--- src/logic/safe_link_pkg.sv ---
// shared constants and types for the safe link between controller and module
// assumes a single 50 MHz clock on both ends
package safe_link_pkg;
    // ==========================================================
    // clocking and watchdog timing
    localparam int unsigned CLK_HZ         = 50000000;
    localparam int unsigned CYC_PER_MS     = CLK_HZ / 1000;
    localparam int unsigned WDOG_MIN_MS    = 10;
    localparam int unsigned WDOG_MAX_MS    = 10000;
    localparam logic [13:0] WDOG_RST_MS    = 14'h0064;
    // ==========================================================
    // address limits
    localparam logic [7:0]  ADDR_NONE      = 8'h00;
    localparam logic [7:0]  ADDR_ALL_ONES  = 8'hff;
    // ==========================================================
    // telegram kinds on the link
    localparam logic [1:0]  KIND_PARAM     = 2'h0;
    localparam logic [1:0]  KIND_DATA      = 2'h1;
    localparam logic [1:0]  KIND_RESET     = 2'h2;
    // ==========================================================
    // drive profile bit positions and reset values
    localparam int unsigned TORQUE_OFF_BIT = 0;
    localparam logic [7:0]  CTRL_RST_VAL   = 8'h00;
    localparam logic [31:0] OUT_RST_VAL    = 32'h00000000;
    // connection states shared by both ends
    typedef enum logic [3:0] {
        CONN_RESET = 4'b0001,
        CONN_PARAM = 4'b0010,
        CONN_DATA  = 4'b0100,
        CONN_FAIL  = 4'b1000
    } conn_type;
endpackage : safe_link_pkg

--- src/logic/safe_link_if.sv ---
// interface joining controller end and module end of the safe link
// assumes both ends share CORE_CLK
`timescale 1ns/10ps
interface safe_link_if;
    // request telegram, controller to module
    logic        req_valid;
    logic [1:0]  req_kind;
    logic [15:0] req_link_id;
    logic [7:0]  req_addr;
    logic [13:0] req_wdog_ms;
    logic [31:0] req_data;
    logic [7:0]  req_ctrl;
    // acknowledgement telegram, module to controller
    logic        ack_valid;
    logic [1:0]  ack_kind;
    logic [15:0] ack_link_id;
    logic [31:0] ack_data;
    logic [7:0]  ack_status;
    modport controller (
        output req_valid, req_kind, req_link_id, req_addr, req_wdog_ms,
        output req_data, req_ctrl,
        input  ack_valid, ack_kind, ack_link_id, ack_data, ack_status
    );
    modport module_end (
        input  req_valid, req_kind, req_link_id, req_addr, req_wdog_ms,
        input  req_data, req_ctrl,
        output ack_valid, ack_kind, ack_link_id, ack_data, ack_status
    );
endinterface : safe_link_if

--- src/logic/wdog_timer.sv ---
// watchdog timer counting milliseconds from a tick divider
// assumes a 50 MHz clock and a timeout given in ms
`timescale 1ns/10ps
module wdog_timer (
    // clock and reset
    input  wire logic        clk,
    input  wire logic        rst_n,
    // control
    input  wire logic        start,
    input  wire logic        stop,
    input  wire logic [13:0] limit_ms,
    // status
    output logic             expired
);
    typedef struct packed {
        logic [15:0] div;
        logic [13:0] ms;
        logic        run;
        logic        exp;
    } st_type;
    st_type s_q, s_d;
    logic   tick;

    // ==========================================================
    // next state
    always_comb begin
        s_d  = s_q;
        tick = (s_q.div == 16'(safe_link_pkg::CYC_PER_MS - 1));
        if (s_q.run) begin
            s_d.div = tick ? 16'h0000 : s_q.div + 16'h0001;
            if (tick) begin
                s_d.ms = s_q.ms + 14'h0001;
            end
            if (tick && (s_q.ms + 14'h0001 >= limit_ms)) begin
                s_d.exp = 1'b1;
                s_d.run = 1'b0;
            end
        end
        // restart wins over stop
        if (stop) begin
            s_d.run = 1'b0;
        end
        if (start) begin
            s_d.run = 1'b1;
            s_d.div = 16'h0000;
            s_d.ms  = 14'h0000;
            s_d.exp = 1'b0;
        end
    end

    // state register
    always_ff @(posedge clk or negedge rst_n) begin
        if (!rst_n) begin
            s_q <= '0;
        end else begin
            s_q <= s_d;
        end
    end

    // a restart in progress masks the stale expiry of the last run
    assign expired = s_q.exp && !start;
endmodule : wdog_timer

--- src/logic/safe_module_end.sv ---
// module end of the safe link: answers requests, supervises the link
// assumes controller end on safe_link_if, switches static while booting
// Notes on behaviour
// - controller sends request, starts its watchdog
// - module acknowledges request and starts watchdog
// - controller stops watchdog, then next request
// - watchdog expiry: reset state, safe state
// - timeout outside 10..10000 ms is error
// - controller delivers address and watchdog time
// - address is weighted sum of switches
// - only addresses 1 to 254 valid
// - each address used by one module only
// - switches sampled once after boot
// - link identifier unique per connection
// - data exchange only in data state
// - reset telegram ends the exchange
// - latch received inputs at cycle start
// - hand outputs over after cycle ends
// - 32 safe inputs, 32 safe outputs
// - control bit 0 torque off, status mirrors
// - controller holds torque off bit at 1 (here bit 0 follows TORQUE_OFF_REQ)
// - input 0 activates, 1 deactivates function
// - deactivated function reports output 0
`timescale 1ns/10ps
module safe_module_end (
    // clock and reset
    input  wire logic        CORE_CLK,
    input  wire logic        RST_N,
    // link to controller
    safe_link_if.module_end  LINK,
    // address switches and own link identifier
    input  wire logic [7:0]  ADDR_SW,
    input  wire logic [15:0] LINK_ID,
    // user side: safety function status and results
    input  wire logic [31:0] FUNC_STATUS,
    // user side: outputs to safety logic
    output logic [31:0] FUNC_ACTIVE,
    output logic        TORQUE_OFF,
    output logic        SAFE_STATE,
    output logic        MODULE_ERROR,
    output logic        IN_DATA,
    output logic [7:0]  MODULE_ADDR
);
    typedef struct packed {
        // connection state and boot capture
        safe_link_pkg::conn_type conn;
        logic        booted;
        logic [7:0]  addr;
        logic        addr_ok;
        logic [13:0] wdog_ms;
        logic        err;
        // latched request and pending answer
        logic [31:0] in_lat;
        logic        torque;
        logic        cyc;
        logic        ack_v;
        logic [1:0]  ack_k;
        logic [31:0] ack_d;
        logic [7:0]  ack_s;
        logic        wd_start;
        // registered copies behind the top outputs
        logic        safe;
        logic        in_dat;
        logic [15:0] ack_id;
    } st_type;
    // registered state and its next value
    st_type s_q, s_d;
    logic   wd_exp;
    logic   req_ok;
    logic   cfg_ok;

    // ==========================================================
    // watchdog on arrival of the next telegram
    wdog_timer u_wdog (
        .clk      (CORE_CLK),
        .rst_n    (RST_N),
        .start    (s_q.wd_start),
        .stop     (1'b0),
        .limit_ms (s_q.wdog_ms),
        .expired  (wd_exp)
    );

    // ==========================================================
    // link state machine and data path
    always_comb begin
        s_d          = s_q;
        s_d.ack_v    = 1'b0;
        s_d.wd_start = 1'b0;
        s_d.cyc      = 1'b0;

        // telegram meant for this connection
        req_ok = LINK.req_valid && (LINK.req_link_id == LINK_ID);
        // watchdog time inside the accepted range
        cfg_ok = (LINK.req_wdog_ms >= 14'(safe_link_pkg::WDOG_MIN_MS))
              && (LINK.req_wdog_ms <= 14'(safe_link_pkg::WDOG_MAX_MS));

        // catch switches once after reset release
        if (!s_q.booted) begin
            s_d.booted  = 1'b1;
            s_d.addr    = ADDR_SW;
            s_d.addr_ok = (ADDR_SW != safe_link_pkg::ADDR_NONE)
                       && (ADDR_SW != safe_link_pkg::ADDR_ALL_ONES);
        end

        unique case (s_q.conn)
            // parameter telegram opens the connection
            safe_link_pkg::CONN_RESET: begin
                if (req_ok && s_q.addr_ok
                    && LINK.req_kind == safe_link_pkg::KIND_PARAM
                    && LINK.req_addr == s_q.addr) begin
                    if (cfg_ok) begin
                        s_d.wdog_ms = LINK.req_wdog_ms;
                        s_d.conn    = safe_link_pkg::CONN_PARAM;
                        s_d.ack_v   = 1'b1;
                        s_d.ack_k   = safe_link_pkg::KIND_PARAM;
                        s_d.wd_start = 1'b1;
                    end else begin
                        // out of range: error until the next reset
                        s_d.err  = 1'b1;
                        s_d.conn = safe_link_pkg::CONN_FAIL;
                    end
                end
            end

            safe_link_pkg::CONN_PARAM, safe_link_pkg::CONN_DATA: begin
                // expiry first: a late telegram no longer counts
                if (wd_exp) begin
                    s_d.conn = safe_link_pkg::CONN_RESET;
                end else if (req_ok
                    && LINK.req_kind == safe_link_pkg::KIND_RESET) begin
                    s_d.conn = safe_link_pkg::CONN_RESET;
                end else if (req_ok
                    && LINK.req_kind == safe_link_pkg::KIND_DATA) begin
                    s_d.conn     = safe_link_pkg::CONN_DATA;
                    s_d.in_lat   = LINK.req_data;
                    s_d.torque   =
                        ~LINK.req_ctrl[safe_link_pkg::TORQUE_OFF_BIT];
                    s_d.cyc      = 1'b1;
                    s_d.wd_start = 1'b1;
                end
            end

            // only a new reset leaves the error state
            safe_link_pkg::CONN_FAIL: begin
                s_d.conn = safe_link_pkg::CONN_FAIL;
            end

            // illegal code falls back to reset
            default: begin
                s_d.conn = safe_link_pkg::CONN_RESET;
            end
        endcase

        // answer one cycle after the inputs were latched
        if (s_q.cyc) begin
            s_d.ack_v = 1'b1;
            s_d.ack_k = safe_link_pkg::KIND_DATA;
            // outputs of deactivated functions forced to 0
            s_d.ack_d = FUNC_STATUS & ~s_q.in_lat;
            s_d.ack_s = {7'h00, s_q.torque};
        end

        // leaving data state drops to safe values
        if (s_d.conn != safe_link_pkg::CONN_DATA) begin
            s_d.in_lat = 32'h00000000;
            s_d.torque = 1'b1;
        end

        // output flags follow the next state, so they come from flops
        s_d.safe   = (s_d.conn != safe_link_pkg::CONN_DATA);
        s_d.in_dat = (s_d.conn == safe_link_pkg::CONN_DATA);
        s_d.ack_id = LINK_ID;
    end

    // state register
    always_ff @(posedge CORE_CLK or negedge RST_N) begin
        if (!RST_N) begin
            // safe values while reset is held
            s_q         <= '0;
            s_q.conn    <= safe_link_pkg::CONN_RESET;
            s_q.wdog_ms <= safe_link_pkg::WDOG_RST_MS;
            s_q.torque  <= 1'b1;
            s_q.safe    <= 1'b1;
            s_q.ack_k   <= safe_link_pkg::KIND_PARAM;
            s_q.ack_d   <= safe_link_pkg::OUT_RST_VAL;
        end else begin
            s_q <= s_d;
        end
    end

    // ==========================================================
    // telegram outputs, all from flip-flops
    assign LINK.ack_valid   = s_q.ack_v;
    assign LINK.ack_kind    = s_q.ack_k;
    assign LINK.ack_link_id = s_q.ack_id;
    assign LINK.ack_data    = s_q.ack_d;
    assign LINK.ack_status  = s_q.ack_s;

    // user side outputs
    assign FUNC_ACTIVE      = ~s_q.in_lat;
    assign TORQUE_OFF       = s_q.torque;
    assign SAFE_STATE       = s_q.safe;
    assign MODULE_ERROR     = s_q.err;
    assign IN_DATA          = s_q.in_dat;
    assign MODULE_ADDR      = s_q.addr;
endmodule : safe_module_end

--- src/flat_wrapper.sv ---
// flat-port wrapper written by rule: the top's interface ports become plain ports
module safe_module_end_flat 
  (CORE_CLK, RST_N, ADDR_SW, LINK_ID, FUNC_STATUS, FUNC_ACTIVE, TORQUE_OFF, SAFE_STATE, MODULE_ERROR, IN_DATA, MODULE_ADDR, LINK_req_valid, LINK_req_kind, LINK_req_link_id, LINK_req_addr, LINK_req_wdog_ms, LINK_req_data, LINK_req_ctrl, LINK_ack_valid, LINK_ack_kind, LINK_ack_link_id, LINK_ack_data, LINK_ack_status);
  safe_link_if LINK_i ();
  input  wire logic CORE_CLK;
  input  wire logic RST_N;
  input  wire logic [7:0] ADDR_SW;
  input  wire logic [15:0] LINK_ID;
  input  wire logic [31:0] FUNC_STATUS;
  output logic [31:0] FUNC_ACTIVE;
  output logic TORQUE_OFF;
  output logic SAFE_STATE;
  output logic MODULE_ERROR;
  output logic IN_DATA;
  output logic [7:0] MODULE_ADDR;
  input wire logic [$bits(LINK_i.req_valid)-1:0] LINK_req_valid;
  input wire logic [$bits(LINK_i.req_kind)-1:0] LINK_req_kind;
  input wire logic [$bits(LINK_i.req_link_id)-1:0] LINK_req_link_id;
  input wire logic [$bits(LINK_i.req_addr)-1:0] LINK_req_addr;
  input wire logic [$bits(LINK_i.req_wdog_ms)-1:0] LINK_req_wdog_ms;
  input wire logic [$bits(LINK_i.req_data)-1:0] LINK_req_data;
  input wire logic [$bits(LINK_i.req_ctrl)-1:0] LINK_req_ctrl;
  output wire logic [$bits(LINK_i.ack_valid)-1:0] LINK_ack_valid;
  output wire logic [$bits(LINK_i.ack_kind)-1:0] LINK_ack_kind;
  output wire logic [$bits(LINK_i.ack_link_id)-1:0] LINK_ack_link_id;
  output wire logic [$bits(LINK_i.ack_data)-1:0] LINK_ack_data;
  output wire logic [$bits(LINK_i.ack_status)-1:0] LINK_ack_status;
  assign LINK_i.req_valid = LINK_req_valid;
  assign LINK_i.req_kind = LINK_req_kind;
  assign LINK_i.req_link_id = LINK_req_link_id;
  assign LINK_i.req_addr = LINK_req_addr;
  assign LINK_i.req_wdog_ms = LINK_req_wdog_ms;
  assign LINK_i.req_data = LINK_req_data;
  assign LINK_i.req_ctrl = LINK_req_ctrl;
  assign LINK_ack_valid = LINK_i.ack_valid;
  assign LINK_ack_kind = LINK_i.ack_kind;
  assign LINK_ack_link_id = LINK_i.ack_link_id;
  assign LINK_ack_data = LINK_i.ack_data;
  assign LINK_ack_status = LINK_i.ack_status;
  safe_module_end u_core (.CORE_CLK(CORE_CLK), .RST_N(RST_N), .LINK(LINK_i), .ADDR_SW(ADDR_SW), .LINK_ID(LINK_ID), .FUNC_STATUS(FUNC_STATUS), .FUNC_ACTIVE(FUNC_ACTIVE), .TORQUE_OFF(TORQUE_OFF), .SAFE_STATE(SAFE_STATE), .MODULE_ERROR(MODULE_ERROR), .IN_DATA(IN_DATA), .MODULE_ADDR(MODULE_ADDR));
endmodule
--- config.mk ---
export PLATFORM = sky130hd
export DESIGN_NAME = safe_module_end_flat
export DESIGN_NICKNAME = d
export VERILOG_FILES = /design/src/logic/safe_link_pkg.sv /design/src/logic/safe_link_if.sv /design/src/logic/wdog_timer.sv /design/src/logic/safe_module_end.sv /design/src/flat_wrapper.sv
export SDC_FILE = /design/constraint.sdc
export NUM_CORES = 1
export LEC_CHECK = 0
export ABC_AREA = 0
export ABC_CLOCK_PERIOD_IN_PS = 4690
export BUFFER_PORTS_ARGS = -buffer_cell sky130_fd_sc_hd__buf_4
export CORE_MARGIN = 1
export CORE_UTILIZATION = 35
export DETAILED_ROUTE_END_ITERATION = 10
export SLEW_MARGIN = 5
export SYNTH_ARGS = -nofsm -noshare
export SYNTH_HDL_FRONTEND = slang
export SYNTH_SLANG_ARGS = --single-unit
--- constraint.sdc ---
create_clock -name CORE_CLK -period 4.69 [get_ports CORE_CLK]
set_input_delay 1.407 -clock CORE_CLK [delete_from_list [all_inputs] [get_ports CORE_CLK]]
set_output_delay 1.407 -clock CORE_CLK [all_outputs]
set_load 0.01 [all_outputs]
== Word-level counts from Yosys, hierarchy flattened ==
Cells that the tools add are included.

* $add $sub $neg: 2
* Eq/ne operators: 14
* Order comparisons: 3
* Muxes and demuxes: 26
* Reductions and logical operators: 28
* Bitwise operators: 4

{| class="wikitable"
|+ Operators with widths
! cell !! number
|-
| 2-to-1 mux 34 bit || 4
|-
| 2-to-1 mux 32 bit || 2
|-
| 2-to-1 mux 43 bit || 1
|-
| 2-to-1 mux 33 bit || 1
|-
| AND 32 bit || 1
|-
| inverter 32 bit || 1
|-
| 2-to-1 mux 4 bit || 5
|-
| adder 16 x 1 -> 16 bit (second input constant) || 1
|-
| == test 16 bit || 1
|-
| == test 16 bit (second input constant) || 1
|-
| 2-to-1 mux 16 bit || 1
|-
| nonzero test 2 bit || 8
|-
| adder 14 x 1 -> 14 bit (second input constant) || 1
|-
| greater-or-equal comparator 14 bit || 1
|-
| greater-or-equal comparator 14 x 4 -> 1 bit (second input constant) || 1
|-
| less-or-equal comparator 14 bit (second input constant) || 1
|-
| 2-to-1 mux 14 bit || 1
|-
| one-hot mux 4 bit (3 select lines) || 1
|-
| logical AND 1 bit || 10
|-
| 2-to-1 mux 3 bit || 3
|-
| AND reduction 3 bit || 3
|-
| == test 4 x 3 -> 1 bit (second input constant) || 2
|-
| == test 8 bit || 1
|-
| inequality test 8 bit (second input constant) || 1
|-
| other kinds (17) || 24
|}

* Flip-flop bits (word level): 150

== Longest topological paths before layout ==
* Word-level depth: 10
* Gate-level depth with buffers: 12
* Mapped depth without buffers: 12

== Modules after synthesis ==
Synthesis repeated with hierarchy kept, for this count alone.

* Cell total of the unflattened synthesis: 740
* Area, all modules: 8085.3 um^2

{| class="wikitable"
|+ By module, submodules not included
! module !! cells an instance !! area each (um^2) !! instances
|-
| safe_module_end || 488 || 5874.4 || 1
|-
| wdog_timer || 252 || 2210.9 || 1
|}

== Worst setup path before layout ==
No wires, ideal clock.

* Kind: input port to flip-flop
* From: input LINK_ID[5]
* To: register u_core.s_q[68] (netlist name)
* Data arrival time: 3095 ps
* Data required time: 4617 ps
* Path buffers: 2
* Setup slack: 1522 ps
* Stages on the path: 8
* Cell sequence: xor2_1 -> nor4_4 -> nand3_2 -> or4_1 -> and3_1 -> buf_6 -> buf_6 -> a21oi_2

* Longest elaborated chain between the ends: 10

{| class="wikitable"
|+ RTL lines
! what !! line !! source
|-
| start, declared || flat_wrapper.sv:8 || <nowiki>input wire logic [15:0] LINK_ID;</nowiki>
|-
| == test 16 bit (*) || safe_module_end.sv:92 || <nowiki>req_ok = LINK.req_valid && (LINK.req_link_id == LINK_ID);</nowiki>
|-
| logical AND 1 bit (*) || safe_module_end.sv:92 ||
|-
| logical AND 1 bit (on tied branches) || safe_module_end.sv:133, safe_module_end.sv:108 ||
|-
| 2-to-1 mux 4 bit or logical AND 1 bit (tied branches) || safe_module_end.sv:132, safe_module_end.sv:109 ||
|-
| 2-to-1 mux 4 bit or logical AND 1 bit (tied branches) || safe_module_end.sv:129, safe_module_end.sv:110 ||
|-
| 2-to-1 mux 4 bit (on tied branches) || safe_module_end.sv:127, safe_module_end.sv:108 ||
|-
| one-hot mux 4 bit (3 select lines) || safe_module_end.sv:105 || <nowiki>unique case (s_q.conn)</nowiki>
|-
| inequality test 4 x 3 -> 1 bit || safe_module_end.sv:164 || <nowiki>if (s_d.conn != safe_link_pkg::CONN_DATA) begin</nowiki>
|-
| inequality test 2 x 1 -> 1 bit (no source line) or nonzero test 2 bit (tied branches) || n/a ||
|-
| AND reduction 4 bit (no source line) || n/a ||
|-
| end, declared || safe_module_end.sv:67 || <nowiki>st_type s_q, s_d;</nowiki>
|}

Mark *: on every way between the ends. The rest lies on a longest branch, timed or not.
A chain may end at the register's enable or synchronous reset.

== Final worst setup path ==
* From: input LINK_ID[5]
* To: register u_core.s_q (netlist bit u_core.TORQUE_OFF)

The elaborated chain is that of the path after synthesis.

==> results.sh <==
export IMPL_gp_congestion=0.810
export IMPL_clkPwrFrac_pct=49.0
export IMPL_ant_nets=0
export IMPL_antenna_cells=0
export IMPL_yosys_warnings=0
export IMPL_cts_sinks=149
export IMPL_n_fill_cell=2116
export IMPL_p_leak_nw=4.60
export IMPL_r2r_start="u_core.u_wdog.s_q[2]"
export IMPL_wl_per_cell_um=14.5
export IMPL_ir_drop_mv=0.208
export IMPL_final_cell_mix="231 x buf_4, 142 x dfrtp_1, 94 x nand2_1, 54 x inv_1, 36 x nor2b_1"
export IMPL_die_y_um=151
export IMPL_initial_utilization_pct=35.6
export IMPL_path_max_fanout=36
export IMPL_cts_tree="done"
export IMPL_sequentialPowerShare_pct=44.3
export IMPL_final_common_cell="buf_4"
export IMPL_vias_per_cell=4.66
export IMPL_cts_path_max_buffers=2
export IMPL_switching_share_pct=23.0
export IMPL_syn_inst=766
export IMPL_drt_iter0_drc=147
export IMPL_drive_above_1_share_pct=38.9
export IMPL_netlist_area_leader_share_pct=46.2
export IMPL_nNetsFinal=1080
export IMPL_track_usage_pct=15.7
export IMPL_relSlewSlack_pct=30.4
export IMPL_cts_hold_buf=0
export IMPL_p_int_mw=2.28
export IMPL_post_cts_setup_buffers=0
export IMPL_grt_pass1_wl_mm=27.7
export IMPL_rows=54
export IMPL_clk_pin_slew_ns=0.06
export IMPL_r2r_cells=11
export IMPL_endpoint_kind="register"
export IMPL_hold_end="u_core.MODULE_ERROR"
export IMPL_status="complete, no violations"
export IMPL_ys_seq_elements=149
export IMPL_whs_path_depth=1
export IMPL_maxCapViolations=0
export IMPL_drcViolationCount=0
export IMPL_critical_path_class="in2reg"
export IMPL_synth_ff_type="dfrtp_1"
export IMPL_io_buffers=226
export IMPL_route_vias_total=5674
export IMPL_grt_max_degree=81
export IMPL_critPathRequiredTime_ns=5.03
export IMPL_powerDensity_nw_per_um2=301
export IMPL_rsz0062_at_grt="false"
export IMPL_fp_dieW_um=151
export IMPL_cts_inserted_buffers=17
export IMPL_overflow=0
export IMPL_clock_latency_ns=0.42
export IMPL_synth_area_leaders="dfrtp_1 46%, buf_4 6.5%, nand2_1 4.6%"
export IMPL_post_cts_resized=0
export IMPL_finalCritPeriodShare_pct=73.5
export IMPL_fin_crit_ns=3.45
export IMPL_hold_viol=0
export IMPL_hpwl_mm=12.8
export IMPL_syn_area_sq_um=7740
export IMPL_htree_levels=4
export IMPL_hold_path_class="reg2reg"
export IMPL_r2r_end="u_core.u_wdog.s_q[1]"
export IMPL_antenna_found_initial=0
export IMPL_p_comb_share_pct=6.7
export IMPL_synthDistinctLibCells=55
export IMPL_whs_ns=0.483
export IMPL_yosysSeqAreaShare_pct=48.3
export IMPL_io_pins=242
export IMPL_hp_start="u_core.MODULE_ERROR"
export IMPL_root_buffer="clkbuf_16"
export IMPL_core_sq_um=21800
export IMPL_clock_skew_ns=0.0124
export IMPL_synth_largest_area_cell="dfrtp_1"
export IMPL_die_area_sq_um=22700
export IMPL_first_pass_iters=5
export IMPL_switching_power_mw=0.681
export IMPL_rrSetupSlack_ns=1.89
export IMPL_async_reset_ff_share_pct=100
export IMPL_setup_viol=0
export IMPL_start_kind="primary input"
export IMPL_grt_pass1_vias=5443
export IMPL_avgSynthCellArea_sq_um=10.1
export IMPL_critPathArrivalTime_ns=3.78
export IMPL_max_freq_mhz=290
export IMPL_area_delta_synth_final_pct=27.0
export IMPL_slew_violations=0
export IMPL_fin_tns_setup_ns=0
export IMPL_detail_route_wirelength_mm=17.7
export IMPL_synth_edff_count=0
export IMPL_worst_slew_pin_slew_ns=1.04
-- logic make-up after synthesis --
logic type	after synthesis	share of synthesized area, %
other	2	0.0970
multiplexers	25	3.61
adder cells (fa/ha/maj)	16	2.59
AO/OA/AOI/OAI	129	12.1
buffers and inverters	153	11.2
XOR/XNOR	51	5.77
flip-flops	149	48.3
AND/OR/NAND/NOR	241	16.3
-- power groups by stage --
stage                     Clock (mW)  Sequential (mW)  Combinational, mW
final                           1.45             1.31              0.197
after global routing            1.54             1.31              0.217
after global placement             0             1.33              0.200
after detailed placement           0             1.33              0.201
after floorplan                    0             1.33             0.0746
after CTS                       1.48             1.31              0.201
-- synthesized netlist by cell type (3+ instances only) --
master      n
xor2_1     31
and3_1     12
nor2_1     31
a31oi_1     3
mux2_2     23
a21oi_1    17
buf_1       4
o21ai_0    25
nor2b_1    36
nand3_1    12
clkbuf_1   18
inv_1      54
dfrtp_1   143
nand2_1    94
xnor2_1    20
ha_1       16
dfstp_2     6
a21oi_2    27
buf_6       5
or2_2       3
nand4_1    11
or4_1       5
buf_4      67
nor4_1      9
a21o_1      3
buf_2       4
o31ai_1    12
a31o_2     32
nand2b_1    8
-- final cells by class --
cell class / count / area (sq um) / share of cell area (%)
sequential: 149 / 3740 / 38.0
timing repair buffer: 232 / 1750 / 17.8
tap: 280 / 350 / 3.56
clock inverter: 14 / 185 / 1.88
clock buffer: 18 / 439 / 4.47
inverter: 54 / 203 / 2.06
multi-input combinational: 471 / 3170 / 32.2
-- registers in the layout, indices dropped and copies added, names as in the netlist --
| signal | flops |
|---|---|
| u_core.MODULE_ERROR | 1 |
| u_core.LINK.ack_kind | 1 |
| u_core.TORQUE_OFF | 1 |
| u_core.LINK.ack_link_id | 16 |
| u_core.IN_DATA | 1 |
| u_core.s_q | 54 |
| u_core.LINK.ack_data | 32 |
| u_core.LINK.ack_valid | 1 |
| u_core.MODULE_ADDR | 8 |
| u_core.LINK.ack_status | 1 |
| u_core.SAFE_STATE | 1 |
| u_core.u_wdog.s_q | 32 |
-- layer usage --
layer  vias up  global-route usage (%)  wire length [um]
met1      2692                    20.6              8170
li1       2824                       -                 -
met2       144                    26.0              8270
met3        14                    3.06              1080
met4         0                    4.95               188
met5         -                       0                 0
-- critical path, stage by stage --
cell and delay, ns:
buf_4 0.12, xor2_1 0.17, nor4_4 0.35, nand3_2 0.22, or4_1 0.57, and3_2 0.56
a211o_1 0.37
-- metrics by stage --
step	instance area (sq um)	util (%)	setup WS (ns)	instances	power [mW]
after floorplan	7760	-	1.52	773	1.41
after global placement	9210	42.3	0.808	1186	1.53
after detailed placement	9210	42.3	0.780	1186	1.54
after CTS	9830	45.2	1.21	1218	3.00
after global routing	9830	45.2	1.10	1218	3.07
final	9830	45.2	1.24	1218	2.96
-- worst max path at each step --
stage	start	end	cells past startpoint
after global routing	LINK_ID[5]	u_core.TORQUE_OFF	7
after detailed placement	LINK_ID[5]	u_core.TORQUE_OFF	7
after CTS	LINK_ID[5]	u_core.TORQUE_OFF	7
final	LINK_ID[5]	u_core.TORQUE_OFF	7
after floorplan	LINK_ID[5]	u_core.s_q[68]	8
after global placement	LINK_ID[5]	u_core.TORQUE_OFF	7
(Power assumes the default switching activity.)
